### config.mk
export PLATFORM = sky130hd
export DESIGN_NAME = ssr_top
export DESIGN_NICKNAME = d
export VERILOG_FILES = /design/src/design/ssr_pkg.sv /design/src/design/ssr_top.sv
export VERILOG_INCLUDE_DIRS = /design/src /design/src/design
export SDC_FILE = /design/constraint.sdc
export NUM_CORES = 1
export LEC_CHECK = 0
export BUFFER_PORTS_ARGS = -buffer_cell sky130_fd_sc_hd__buf_4
export CORE_MARGIN = 4
export CORE_UTILIZATION = 65
export CTS_CLUSTER_DIAMETER = 100
export DETAILED_ROUTE_END_ITERATION = 8
export PLACE_DENSITY = 0.83
export SYNTH_ARGS = -nofsm -noshare
export SYNTH_HDL_FRONTEND = slang
export SYNTH_SLANG_ARGS = --single-unit
### constraint.sdc
create_clock -name i_clock -period 15.2 [get_ports i_clock]
set_input_delay 1.52 -clock i_clock [delete_from_list [all_inputs] [get_ports i_clock]]
set_output_delay 1.52 -clock i_clock [all_outputs]
set_load 0.02 [all_outputs]
### src/design/ssr_consts.svh
// offsets, field positions and reset values of the serial port registers
// assumes an 8-bit byte address on the register bus, 32-bit aligned words
`ifndef SSR_CONSTS_SVH
`define SSR_CONSTS_SVH
`define SSR_A_TX_THR    8'h18
`define SSR_A_RX_THR    8'h1C
`define SSR_A_TX_LEVEL  8'h20
`define SSR_A_RX_LEVEL  8'h24
`define SSR_A_STATUS    8'h28
`define SSR_A_IMASK     8'h2C
`define SSR_A_IMSTAT    8'h30
`define SSR_A_IRAW      8'h34
`define SSR_A_TXO_ACK   8'h38
`define SSR_A_RXO_ACK   8'h3C
`define SSR_A_RXU_ACK   8'h40
`define SSR_A_MST_ACK   8'h44
`define SSR_A_ALL_ACK   8'h48
`define SSR_A_DMA_EN    8'h4C
`define SSR_A_TX_WM     8'h50
`define SSR_A_RX_WM     8'h54
`define SSR_A_IDENT     8'h58
`define SSR_A_VERSION   8'h5C
`define SSR_A_WIN_LO    8'h60
`define SSR_A_WIN_HI    8'hEC
`define SSR_A_DELAY     8'hF0
`define SSR_IRQ_TXE     0
`define SSR_IRQ_TXO     1
`define SSR_IRQ_RXU     2
`define SSR_IRQ_RXO     3
`define SSR_IRQ_RXF     4
`define SSR_IRQ_MST     5
`define SSR_DMA_RX      0
`define SSR_DMA_TX      1
`define SSR_DEPTH       4'h8
`define SSR_CNT_ZERO    4'h0
`define SSR_ONE3        3'h1
`define SSR_RST8        8'h00
`define SSR_RST6        6'h00
`define SSR_RST32       32'h0000_0000
`define SSR_LAST_BIT    9'h01F
`endif

### src/design/ssr_pkg.sv
// types shared by the serial port status and data register block
// assumes ssr_consts.svh supplies the numeric constants
package ssr_pkg;
    typedef enum logic {ssr_idle, ssr_shift} ssr_state_t;
    typedef logic [31:0] ssr_word_t;
endpackage

### src/design/ssr_top.sv
// serial port status, interrupt flags, dma requests and data window over apb
// assumes a clean apb master on i_clock and serial pins from outside the domain
//
// Summary of operation
// - status bit 4 rx full, bit 3 rx not empty, bit 6 collision
// - status bit 2 tx empty, bit 1 tx not full, bit 0 busy, bit 5 error
// - six-bit read-write interrupt mask, one bit per source
// - raw interrupt bits show each condition regardless of mask
// - masked interrupt bits are raw bits anded with mask
// - reading tx overflow ack clears it, returns it in bit 0
// - reading rx overflow ack clears it, returns it in bit 0
// - reading rx underflow ack clears it, returns it in bit 0
// - reading contention ack clears it, returns it in bit 0
// - reading global ack clears all, bit 0 says any was active
// - tx dma request only when enabled, against eight-bit watermark
// - rx dma request only when enabled, watermark plus one entry
// - rx data sampled later by delay field serial clocks, reset zero
// - 36-word data window from 0x60 onto one data path
// - read-only version and identification words
// - tx empty condition uses eight-bit tx threshold
// - rx full condition uses eight-bit rx threshold
//
// Design decision made here: the APB interface to the registers.
`timescale 1ns/1ns
`include "ssr_consts.svh"
module ssr_top
    import ssr_pkg::*;
#(
    parameter ssr_word_t ID_VALUE      = 32'h0000_0001, // arbitrary value
    parameter ssr_word_t VERSION_VALUE = 32'h0000_0001  // arbitrary value
)(
    input  wire logic        i_clock,
    input  wire logic        i_arst_n,
    input  wire logic        i_psel,
    input  wire logic        i_penable,
    input  wire logic        i_pwrite,
    input  wire logic [7:0]  i_paddr,
    input  wire logic [31:0] i_pwdata,
    output logic      [31:0] o_prdata,
    output logic             o_pready,
    output logic             o_pslverr,
    input  wire logic        i_sclk,
    input  wire logic        i_rxd,
    input  wire logic        i_contention,
    output logic             o_txd,
    output logic             o_tx_dma_req,
    output logic             o_rx_dma_req
);
    logic [2:0]  pin_in;
    logic [2:0]  pin_q;
    logic        sclk_prev;
    logic        sclk_rise;
    ssr_word_t   tx_mem [8];
    ssr_word_t   rx_mem [8];
    logic [2:0]  tx_wp;
    logic [2:0]  tx_rp;
    logic [2:0]  rx_wp;
    logic [2:0]  rx_rp;
    logic [3:0]  tx_cnt;
    logic [3:0]  rx_cnt;
    logic        tx_full;
    logic        rx_full;
    logic        tx_push;
    logic        tx_pop;
    logic        rx_push;
    logic        rx_pop;
    ssr_word_t   rx_word;
    ssr_state_t  state;
    logic [8:0]  bitcnt;
    logic [8:0]  last_cnt;
    ssr_word_t   tx_sh;
    ssr_word_t   rx_sh;
    logic        done;
    logic [5:0]  imask;
    logic [5:0]  raw;
    logic [1:0]  dma_en;
    logic [7:0]  tx_wm;
    logic [7:0]  rx_wm;
    logic [7:0]  tx_thr;
    logic [7:0]  rx_thr;
    logic [7:0]  dly;
    logic        txo;
    logic        rxo;
    logic        rxu;
    logic        mst;
    logic        mst_prev;
    logic        setup;
    logic        acc;
    logic        rd_acc;
    logic        wr_acc;
    logic        win;
    logic        hit;
    logic        err_q;
    logic        rd_empty_q;
    ssr_word_t   rd_mux;
    logic [6:0]  status;

    // three-stage synchronisers; a change counts once stages two and three agree
    assign pin_in = {i_contention, i_rxd, i_sclk};
    for (genvar g = 0; g < 3; g++)
    begin : g_sync
        logic [2:0] s;
        always_ff @(posedge i_clock or negedge i_arst_n)
        begin
            if (!i_arst_n)
            begin
                s <= 3'h0;
                pin_q[g] <= 1'b0;
            end
            else
            begin
                s <= {s[1:0], pin_in[g]};
                if (s[1] == s[2])
                    pin_q[g] <= s[2];
            end
        end
    end

    // serial clock edge finder, contention edge history
    always_ff @(posedge i_clock or negedge i_arst_n)
    begin
        if (!i_arst_n)
        begin
            sclk_prev <= 1'b0;
            mst_prev <= 1'b0;
        end
        else
        begin
            sclk_prev <= pin_q[0];
            mst_prev <= pin_q[2];
        end
    end
    assign sclk_rise = pin_q[0] & ~sclk_prev;

    // apb decode; zero wait states, read data captured in the setup cycle
    assign setup = i_psel & ~i_penable;
    assign acc = i_psel & i_penable;
    assign rd_acc = acc & ~i_pwrite;
    assign wr_acc = acc & i_pwrite;
    assign win = (i_paddr >= `SSR_A_WIN_LO) && (i_paddr <= `SSR_A_WIN_HI)
               && (i_paddr[1:0] == 2'h0);
    assign o_pready = 1'b1;
    assign o_pslverr = acc & err_q;

    // queue flags and pushes; window write goes to tx, window read pops rx
    assign tx_full = (tx_cnt == `SSR_DEPTH);
    assign rx_full = (rx_cnt == `SSR_DEPTH);
    assign tx_push = wr_acc & win & ~tx_full;
    assign rx_pop = rd_acc & win & ~rd_empty_q;
    assign tx_pop = (state == ssr_idle) && (tx_cnt != `SSR_CNT_ZERO);
    assign rx_word = {rx_sh[30:0], pin_q[1]};
    assign rx_push = done & ~rx_full;

    // queue storage without reset; contents are only read behind the counts
    always_ff @(posedge i_clock)
    begin
        if (tx_push)
            tx_mem[tx_wp] <= i_pwdata;
        if (rx_push)
            rx_mem[rx_wp] <= rx_word;
    end

    // queue pointers and counts
    always_ff @(posedge i_clock or negedge i_arst_n)
    begin
        if (!i_arst_n)
        begin
            tx_wp <= 3'h0;
            tx_rp <= 3'h0;
            rx_wp <= 3'h0;
            rx_rp <= 3'h0;
            tx_cnt <= `SSR_CNT_ZERO;
            rx_cnt <= `SSR_CNT_ZERO;
        end
        else
        begin
            if (tx_push)
                tx_wp <= tx_wp + `SSR_ONE3;
            if (tx_pop)
                tx_rp <= tx_rp + `SSR_ONE3;
            if (rx_push)
                rx_wp <= rx_wp + `SSR_ONE3;
            if (rx_pop)
                rx_rp <= rx_rp + `SSR_ONE3;
            tx_cnt <= tx_cnt + {3'h0, tx_push} - {3'h0, tx_pop};
            rx_cnt <= rx_cnt + {3'h0, rx_push} - {3'h0, rx_pop};
        end
    end

    // shift engine: 32 bits out, rx taken dly serial clocks late
    assign last_cnt = {1'b0, dly} + `SSR_LAST_BIT;
    assign done = (state == ssr_shift) && sclk_rise && (bitcnt == last_cnt);
    always_ff @(posedge i_clock or negedge i_arst_n)
    begin
        if (!i_arst_n)
        begin
            state <= ssr_idle;
            bitcnt <= 9'h000;
            tx_sh <= `SSR_RST32;
            rx_sh <= `SSR_RST32;
        end
        else
        begin
            case (state)
                ssr_idle:
                begin
                    if (tx_pop)
                    begin
                        state <= ssr_shift;
                        bitcnt <= 9'h000;
                        tx_sh <= tx_mem[tx_rp];
                    end
                end
                ssr_shift:
                begin
                    if (sclk_rise)
                    begin
                        bitcnt <= bitcnt + 9'h001;
                        if (bitcnt < `SSR_LAST_BIT)
                            tx_sh <= {tx_sh[30:0], 1'b0};
                        if (bitcnt >= {1'b0, dly})
                            rx_sh <= rx_word;
                        if (done)
                            state <= ssr_idle;
                    end
                end
                default:
                    state <= ssr_idle;
            endcase
        end
    end
    assign o_txd = tx_sh[31];

    // sticky event flags; an event in the clearing cycle wins over the clear
    always_ff @(posedge i_clock or negedge i_arst_n)
    begin
        if (!i_arst_n)
        begin
            txo <= 1'b0;
            rxo <= 1'b0;
            rxu <= 1'b0;
            mst <= 1'b0;
        end
        else
        begin
            txo <= (txo & ~(rd_acc && (i_paddr == `SSR_A_TXO_ACK || i_paddr == `SSR_A_ALL_ACK)))
                 | (wr_acc & win & tx_full);
            rxo <= (rxo & ~(rd_acc && (i_paddr == `SSR_A_RXO_ACK || i_paddr == `SSR_A_ALL_ACK)))
                 | (done & rx_full);
            rxu <= (rxu & ~(rd_acc && (i_paddr == `SSR_A_RXU_ACK || i_paddr == `SSR_A_ALL_ACK)))
                 | (rd_acc & win & rd_empty_q);
            mst <= (mst & ~(rd_acc && (i_paddr == `SSR_A_MST_ACK || i_paddr == `SSR_A_ALL_ACK)))
                 | (pin_q[2] & ~mst_prev);
        end
    end

    // raw sources; level conditions follow the queue counts directly
    assign raw[`SSR_IRQ_TXE] = {4'h0, tx_cnt} <= tx_thr;
    assign raw[`SSR_IRQ_TXO] = txo;
    assign raw[`SSR_IRQ_RXU] = rxu;
    assign raw[`SSR_IRQ_RXO] = rxo;
    assign raw[`SSR_IRQ_RXF] = {4'h0, rx_cnt} > rx_thr;
    assign raw[`SSR_IRQ_MST] = mst;

    // status word; error flags mirror the sticky tx overflow and contention events
    assign status = {mst, txo, rx_full, rx_cnt != `SSR_CNT_ZERO,
                     tx_cnt == `SSR_CNT_ZERO, ~tx_full, state == ssr_shift};

    // dma requests, combinational from counts so they drop as soon as served
    assign o_tx_dma_req = dma_en[`SSR_DMA_TX] & ({4'h0, tx_cnt} <= tx_wm);
    assign o_rx_dma_req = dma_en[`SSR_DMA_RX] & ({4'h0, rx_cnt} > rx_wm);

    // writable control registers
    always_ff @(posedge i_clock or negedge i_arst_n)
    begin
        if (!i_arst_n)
        begin
            imask <= `SSR_RST6;
            dma_en <= 2'h0;
            tx_wm <= `SSR_RST8;
            rx_wm <= `SSR_RST8;
            tx_thr <= `SSR_RST8;
            rx_thr <= `SSR_RST8;
            dly <= `SSR_RST8;
        end
        else if (wr_acc)
        begin
            case (i_paddr)
                `SSR_A_IMASK:  imask <= i_pwdata[5:0];
                `SSR_A_DMA_EN: dma_en <= i_pwdata[1:0];
                `SSR_A_TX_WM:  tx_wm <= i_pwdata[7:0];
                `SSR_A_RX_WM:  rx_wm <= i_pwdata[7:0];
                `SSR_A_TX_THR: tx_thr <= i_pwdata[7:0];
                `SSR_A_RX_THR: rx_thr <= i_pwdata[7:0];
                `SSR_A_DELAY:  dly <= i_pwdata[7:0];
                default:       dly <= dly;
            endcase
        end
    end

    // read mux; unmapped offsets read zero and flag an error
    always_comb
    begin
        rd_mux = `SSR_RST32;
        hit = 1'b1;
        case (i_paddr)
            `SSR_A_TX_THR:   rd_mux[7:0] = tx_thr;
            `SSR_A_RX_THR:   rd_mux[7:0] = rx_thr;
            `SSR_A_TX_LEVEL: rd_mux[3:0] = tx_cnt;
            `SSR_A_RX_LEVEL: rd_mux[3:0] = rx_cnt;
            `SSR_A_STATUS:   rd_mux[6:0] = status;
            `SSR_A_IMASK:    rd_mux[5:0] = imask;
            `SSR_A_IMSTAT:   rd_mux[5:0] = raw & imask;
            `SSR_A_IRAW:     rd_mux[5:0] = raw;
            `SSR_A_TXO_ACK:  rd_mux[0] = txo;
            `SSR_A_RXO_ACK:  rd_mux[0] = rxo;
            `SSR_A_RXU_ACK:  rd_mux[0] = rxu;
            `SSR_A_MST_ACK:  rd_mux[0] = mst;
            `SSR_A_ALL_ACK:  rd_mux[0] = txo | rxo | rxu | mst;
            `SSR_A_DMA_EN:   rd_mux[1:0] = dma_en;
            `SSR_A_TX_WM:    rd_mux[7:0] = tx_wm;
            `SSR_A_RX_WM:    rd_mux[7:0] = rx_wm;
            `SSR_A_IDENT:    rd_mux = ID_VALUE;
            `SSR_A_VERSION:  rd_mux = VERSION_VALUE;
            `SSR_A_DELAY:    rd_mux[7:0] = dly;
            default:
            begin
                if (win)
                    rd_mux = rx_mem[rx_rp];
                else
                    hit = 1'b0;
            end
        endcase
    end

    // capture read data and decode in setup; pops happen at the access edge
    always_ff @(posedge i_clock or negedge i_arst_n)
    begin
        if (!i_arst_n)
        begin
            o_prdata <= `SSR_RST32;
            err_q <= 1'b0;
            rd_empty_q <= 1'b0;
        end
        else if (setup)
        begin
            o_prdata <= (win && rx_cnt == `SSR_CNT_ZERO) ? `SSR_RST32 : rd_mux;
            err_q <= ~hit;
            rd_empty_q <= (rx_cnt == `SSR_CNT_ZERO);
        end
    end
endmodule

* Word-level counts from Yosys, hierarchy flattened
Memories as Yosys holds them, arrays and structs flattened. Cells that the tools add are included.
Storage, ports and cells: register bits 193, memory bits (writable) 512, input port bits 48, memories kept 2, word-level logic and storage cells 184
Memories:
- rx_mem | words 8, bits a word 32, rd ports 1, clocked after Yosys merged registers in 0, write ports 1, RTL line ssr_top.sv:54 | ssr_word_t rx_mem [8];
- tx_mem | words 8, bits a word 32, rd ports 1, clocked after Yosys merged registers in 0, write ports 1, RTL line ssr_top.sv:53 | ssr_word_t tx_mem [8];
Operators by class: reduce and logical (&&, ||, !) cells 36, eq/ne operators 28, multiplexer cells 26, magnitude comparators 8, bitwise operators 42, add/subtract/negate cells 10
Operators with widths (count):
- 32-bit 2-to-1 mux | 5
- 8-bit by 6-bit equality test with 1-bit output (second input constant) | 8
- 8-bit by 7-bit equality test with 1-bit output (second input constant) | 8
- 32-bit one-hot mux with 2 select lines | 1
- 24-bit 2-to-1 mux | 1
- 2-bit one-hot mux with 12 select lines | 1
- 1-bit bitwise AND | 21
- 2-bit one-hot mux with 10 select lines | 1
- 19-bit OR reduction | 1
- 9-bit 2-to-1 mux | 2
- 1-bit one-hot mux with 18 select lines | 1
- 9-bit one-hot mux with 2 select lines | 1
- 8-bit by 5-bit equality test with 1-bit output (second input constant) | 2
- 4-bit by 8-bit > comparator with 1-bit output | 2
- 4-bit by 8-bit less-or-equal comparator with 1-bit output | 2
- 2-bit AND reduction | 8
- 14-bit OR reduction | 1
- 1-bit inverter | 13
- 1-bit one-hot mux with 13 select lines | 1
- 13-bit OR reduction | 1
- 3-bit by 1-bit adder with 3-bit output (second input constant) | 4
- 1-bit logical AND | 10
- 10-bit OR reduction | 1
- 8-bit by 5-bit adder with 9-bit output (second input constant) | 1
- other kinds (27) | 53

* Logic depth before layout (Yosys ltp)
depth after elaboration 7, gate-level depth with buffers 13, mapped depth without buffers 13

* Worst setup path after synthesis
No wires, ideal clock.
path kind input-to-reg, from in i_paddr[1], to mem tx_mem[0][0] (netlist name) (enable), setup time 0.501 ns, buffers on the path 1, arrival 5.905 ns, stages 6, path slack 8.794 ns, path through or2_2 clkbuf_1 nor3_2 and3_1 clkinv_1 nor4_1
On the way: longest elaborated chain between the ends 7, elaborated cells on any way between the ends 9, classes of those cells order compare: 2; mux: 2; bitwise: 2; reduce/logical: 3
RTL lines:
- start, declared | RTL line ssr_top.sv:37 | input wire logic [7:0] i_paddr,
- 8-bit by 7-bit greater-or-equal comparator with 1-bit output (no source line) / 8-bit less-or-equal comparator (equally long branches)
- 1-bit logical AND | RTL line ssr_top.sv:140 | assign win = (i_paddr >= `SSR_A_WIN_LO) && (i_paddr <= `SSR_A_WIN_HI)
- 1-bit logical AND * | RTL line ssr_top.sv:140
- 1-bit bitwise AND * (2 in series) | RTL line ssr_top.sv:148 | assign tx_push = wr_acc & win & ~tx_full;
- 1-bit 2-to-1 mux * | RTL line ssr_top.sv:157 | if (tx_push)
- 1-bit 2-to-1 mux (not written as such) * | RTL line ssr_top.sv:158 | tx_mem[tx_wp] <= i_pwdata;
- end, declared | RTL line ssr_top.sv:53
Mark *: on every way between the ends. The rest lies on a longest branch, timed or not.

* Final worst setup path
from in i_paddr[1], to mem tx_mem[2][12] (netlist name) (enable)
Same word-level chain as after synthesis.

==> results.txt <==
Inserted Diodes: 0
routability cong.: 0.917
clock input transition at the sequential cells of the worst setup and hold paths: 60 ps
DRC Markers: 0
Post-Syn Instances: 1694
area of the core: 43500 µm²
internal power component: 3.54 mW
initial drt markers: 1804
sequential area share after synthesis: 70.1%
DR pass1 iterations: 5
Core Util, Final: 75.0%
number of nets produced by synthesis: 1786
area of the mapped netlist: 28800 µm²
DPL Wire Length: 36100 µm
number of resized instances in the post-cts repair step: 0
final worst path period share: 26.5%
maximum frequency from static timing analysis: 0.248 GHz
kind of start point of the critical path: primary input
Initial Utilization: 66.3%
Max rail drop VDD: 111 µV
unrepaired setup endpoints after global routing: false
number of synthesized register bits: 705
synthesized area per cell: 17.0 µm²
wire length of the first global-routing pass: 102000 µm
CTS tree: yes
GRT overflow: 0
maximum root-to-sink buffer count: 3
Die H: 219 µm
maximum net fanout on the critical path: 27
post-synth top area cell: edfxtp_1
number of hold buffers added after cts: 0
post-synthesis to final-layout area growth: 13.1%
detail-routed net length per standard cell: 27.5 µm
static power due to leakage: 11.7 nW
Die Width: 219 µm
number of enable flip-flop cells after synthesis: 512
slowest stage cell on the critical path: nor3_2
transition time of the tightest slew-check pin: 1180 ps
sequential standard cell area: 20200 µm²
final hold violation count: 0
clock power share: 37.4%
TritonCTS Sinks: 705
multi-input combinational cell area: 8200 µm²
area share of the leading cell type in the synthesized netlist: 53.4%
number of unique standard cell types used by synthesis: 76
post-CTS repair timing setup buffer count: 0
Clk Tree Root Cell: clkbuf_16
combinational power share: 13.9%
number of placed I/O pins: 85
ys flop type: edfxtp_1
power density relative to cell area: 146 nW/µm²
classification of the worst setup path: primary input to register
arrival time worst endpoint: 4270 ps
Clock H-tree levels: 3
Fill cells: 2429
ys async rst share: 27.4%
antenna violations before repair: 1
Slew headroom: 21.2%
floorplan die area: 47800 µm²
Total GRT Usage: 28.8%
Layout Nets: 1885
Net Sw Frac: 25.7%
count of final max-slew check failures: 0
Yosys Warn Count: 0
count of nets left with antenna violations after detail routing: 0
total vias in the final route: 16000
detail-routed via count per cell: 6.58
sum of negative setup slack: 0 ps
maximum number of pins on one net before global-route repair: 73
worst-path cell chain: buf_4 -> or2_2 -> nor3_2 -> and3_1 -> clkinv_1 -> nor3_2 -> buf_4
setup violation total in the final timing report: 0
number of violations of the max-capacitance limit: 0
Critical Path Max Stage Delay: 620 ps
clk_lat worst skew: 600 ps
Port Buffers: 83
Cell Rows: 76
ratio of cells with drive above 1 in the final layout: 26.4%
Hold/Removal Path Class: register to register
reported net switching power: 1.22 mW
status: complete, no violations
element type at the critical path end: register
Worst EP required: 15440 ps
post-route minimum period: 4030 ps
most area-consuming cells after synthesis: edfxtp_1 (53%), dfrtp_1 (17%), mux4_2 (10%)
number of global-route vias before repair: 16700
wire length reported by the detailed router: 66900 µm
number of CTS-inserted buffers: 69
Reg power frac: 48.7%
Setup Skew: 19.9 ps
==> cell families (layout without fill, tap and decap cells) <==
group                      after synthesis  after routing  synth area share (%)
DFF                                    705            705                  70.1
and+or+nand+nor                        299            299                  5.15
muxes                                  279            279                  15.7
AOI/OAI and AO/OA                      208            208                  4.47
buffers and inverters                  132            288                  1.82
adders and majority gates               47             47                  2.07
xor gates and xnor gates                23             23                 0.699
other                                    1              1                0.0130
==> registers in the layout, summed over array words and instances, names as in the netlist, 6 cells and up <==
signal and flops:
imask 6, rx_thr 8, rx_wm 8, rx_mem 256, tx_sh 32, bitcnt 9, tx_mem 256, dly 8
tx_thr 8, o_prdata 32, rx_sh 31, tx_wm 8, g_sync.s 9
==> per-layer routing <==
metal | share of wire, % | routed length [µm] | up-vias | track usage [%]
met1 | 39 | 26000 | 8338 | 39.5
met4 | 3.6 | 2390 | 0 | 10.4
met5 | 0 | 0 | - | 0
met2 | 51 | 34200 | 730 | 48.1
li1 | - | - | 6790 | -
met3 | 6.3 | 4230 | 164 | 4.38
==> metrics by stage <==
step / total power, mW / cells / setup WS, ps / cell area [µm²] / hold WS (ps)
2_1_floorplan: 2.78 / 1694 / 8790 / 28800 / 331
3_3_place_gp: 2.96 / 2307 / 10660 / 30200 / 333
3_5_place_dp: 3.00 / 2307 / 10590 / 30200 / 342
4_1_cts: 4.79 / 2435 / 11220 / 32600 / 354
5_1_grt: 4.94 / 2435 / 11010 / 32600 / 375
6_report: 4.76 / 2435 / 11170 / 32600 / 349
==> Yosys cell counts (13+ instances only) <==
cell and count:
edfxtp_1 512, dfrtp_1 193, mux4_2 128, nand2_1 113, mux2_2 88, o21ai_0 79
nor2_1 66, mux2i_1 62, clkbuf_1 58, a21oi_1 54, inv_1 44, ha_1 42
xor2_1 15, buf_2 14, nand3_1 14, buf_1 13, nand2b_1 13
==> critical path: cells and delay by family <==
family | cells | cell delay [ps]
simple gates | 4 | 1850
buf+inv | 3 | 870
==> worst paths after layout <==
path | start | end | slack [ps] | cells after the start
setup / recovery | i_paddr[1] | tx_mem[2][12]$_DFFE_PP_ | 11170 | 7
hold / removal | g_sync[2].s[0]$_DFF_PN0_ | g_sync[2].s[1]$_DFF_PN0_ | 350 | 0
setup reg to reg | dly[3]$_DFFE_PN0P_ | rx_mem[0][16]$_DFFE_PP_ | 11830 | 7
hold reg to reg | g_sync[2].s[0]$_DFF_PN0_ | g_sync[2].s[1]$_DFF_PN0_ | 350 | 0
max in group asynchronous | i_arst_n | state$_DFF_PN0_ | 12080 | 3
min in group asynchronous | i_arst_n | tx_sh[28]$_DFFE_PN0P_ | 850 | 1
==> power by group through the flow <==
stage	registers, mW	clock network, mW	logic, mW
2_1_floorplan	2.30	0	0.480
3_3_place_gp	2.34	0	0.622
3_5_place_dp	2.35	0	0.649
4_1_cts	2.31	1.80	0.669
5_1_grt	2.33	1.89	0.729
6_report	2.32	1.78	0.663
==> area by class of cell <==
class / count / share of cell area (%)
Multi-Input combinational cell: 857 / 25.2
Tap cell: 585 / 2.25
Clock inverter: 40 / 1.51
Sequential cell: 705 / 62.0
Inverter: 45 / 0.518
Timing Repair Buffer: 115 / 2.67
Clock buffer: 88 / 5.83
==> cell usage in the layout, fill, tap and decap left out, types with 6 or more instances in the layout <==
master       n
edfxtp_1   512
dfrtp_1    186
mux4_2     128
buf_4      114
nand2_1    113
mux2_2      88
o21ai_0     79
clkbuf_16   70
mux2i_1     62
nor2_1      57
a21oi_1     54
inv_1       44
ha_1        42
xor2_1      15
clkinv_2    15
nand3_1     14
nand2b_1    12
nand4_1     12
nor4_1      11
nor2b_1     10
clkbuf_1    10
nor2_4       9
and3_1       8
xnor2_1      8
bufinv_16    8
clkbuf_8     8
nor3_2       7
o211ai_1     7
or3_1        7
nor3_1       6
a22oi_1      6
(Power assumes the default switching activity.)
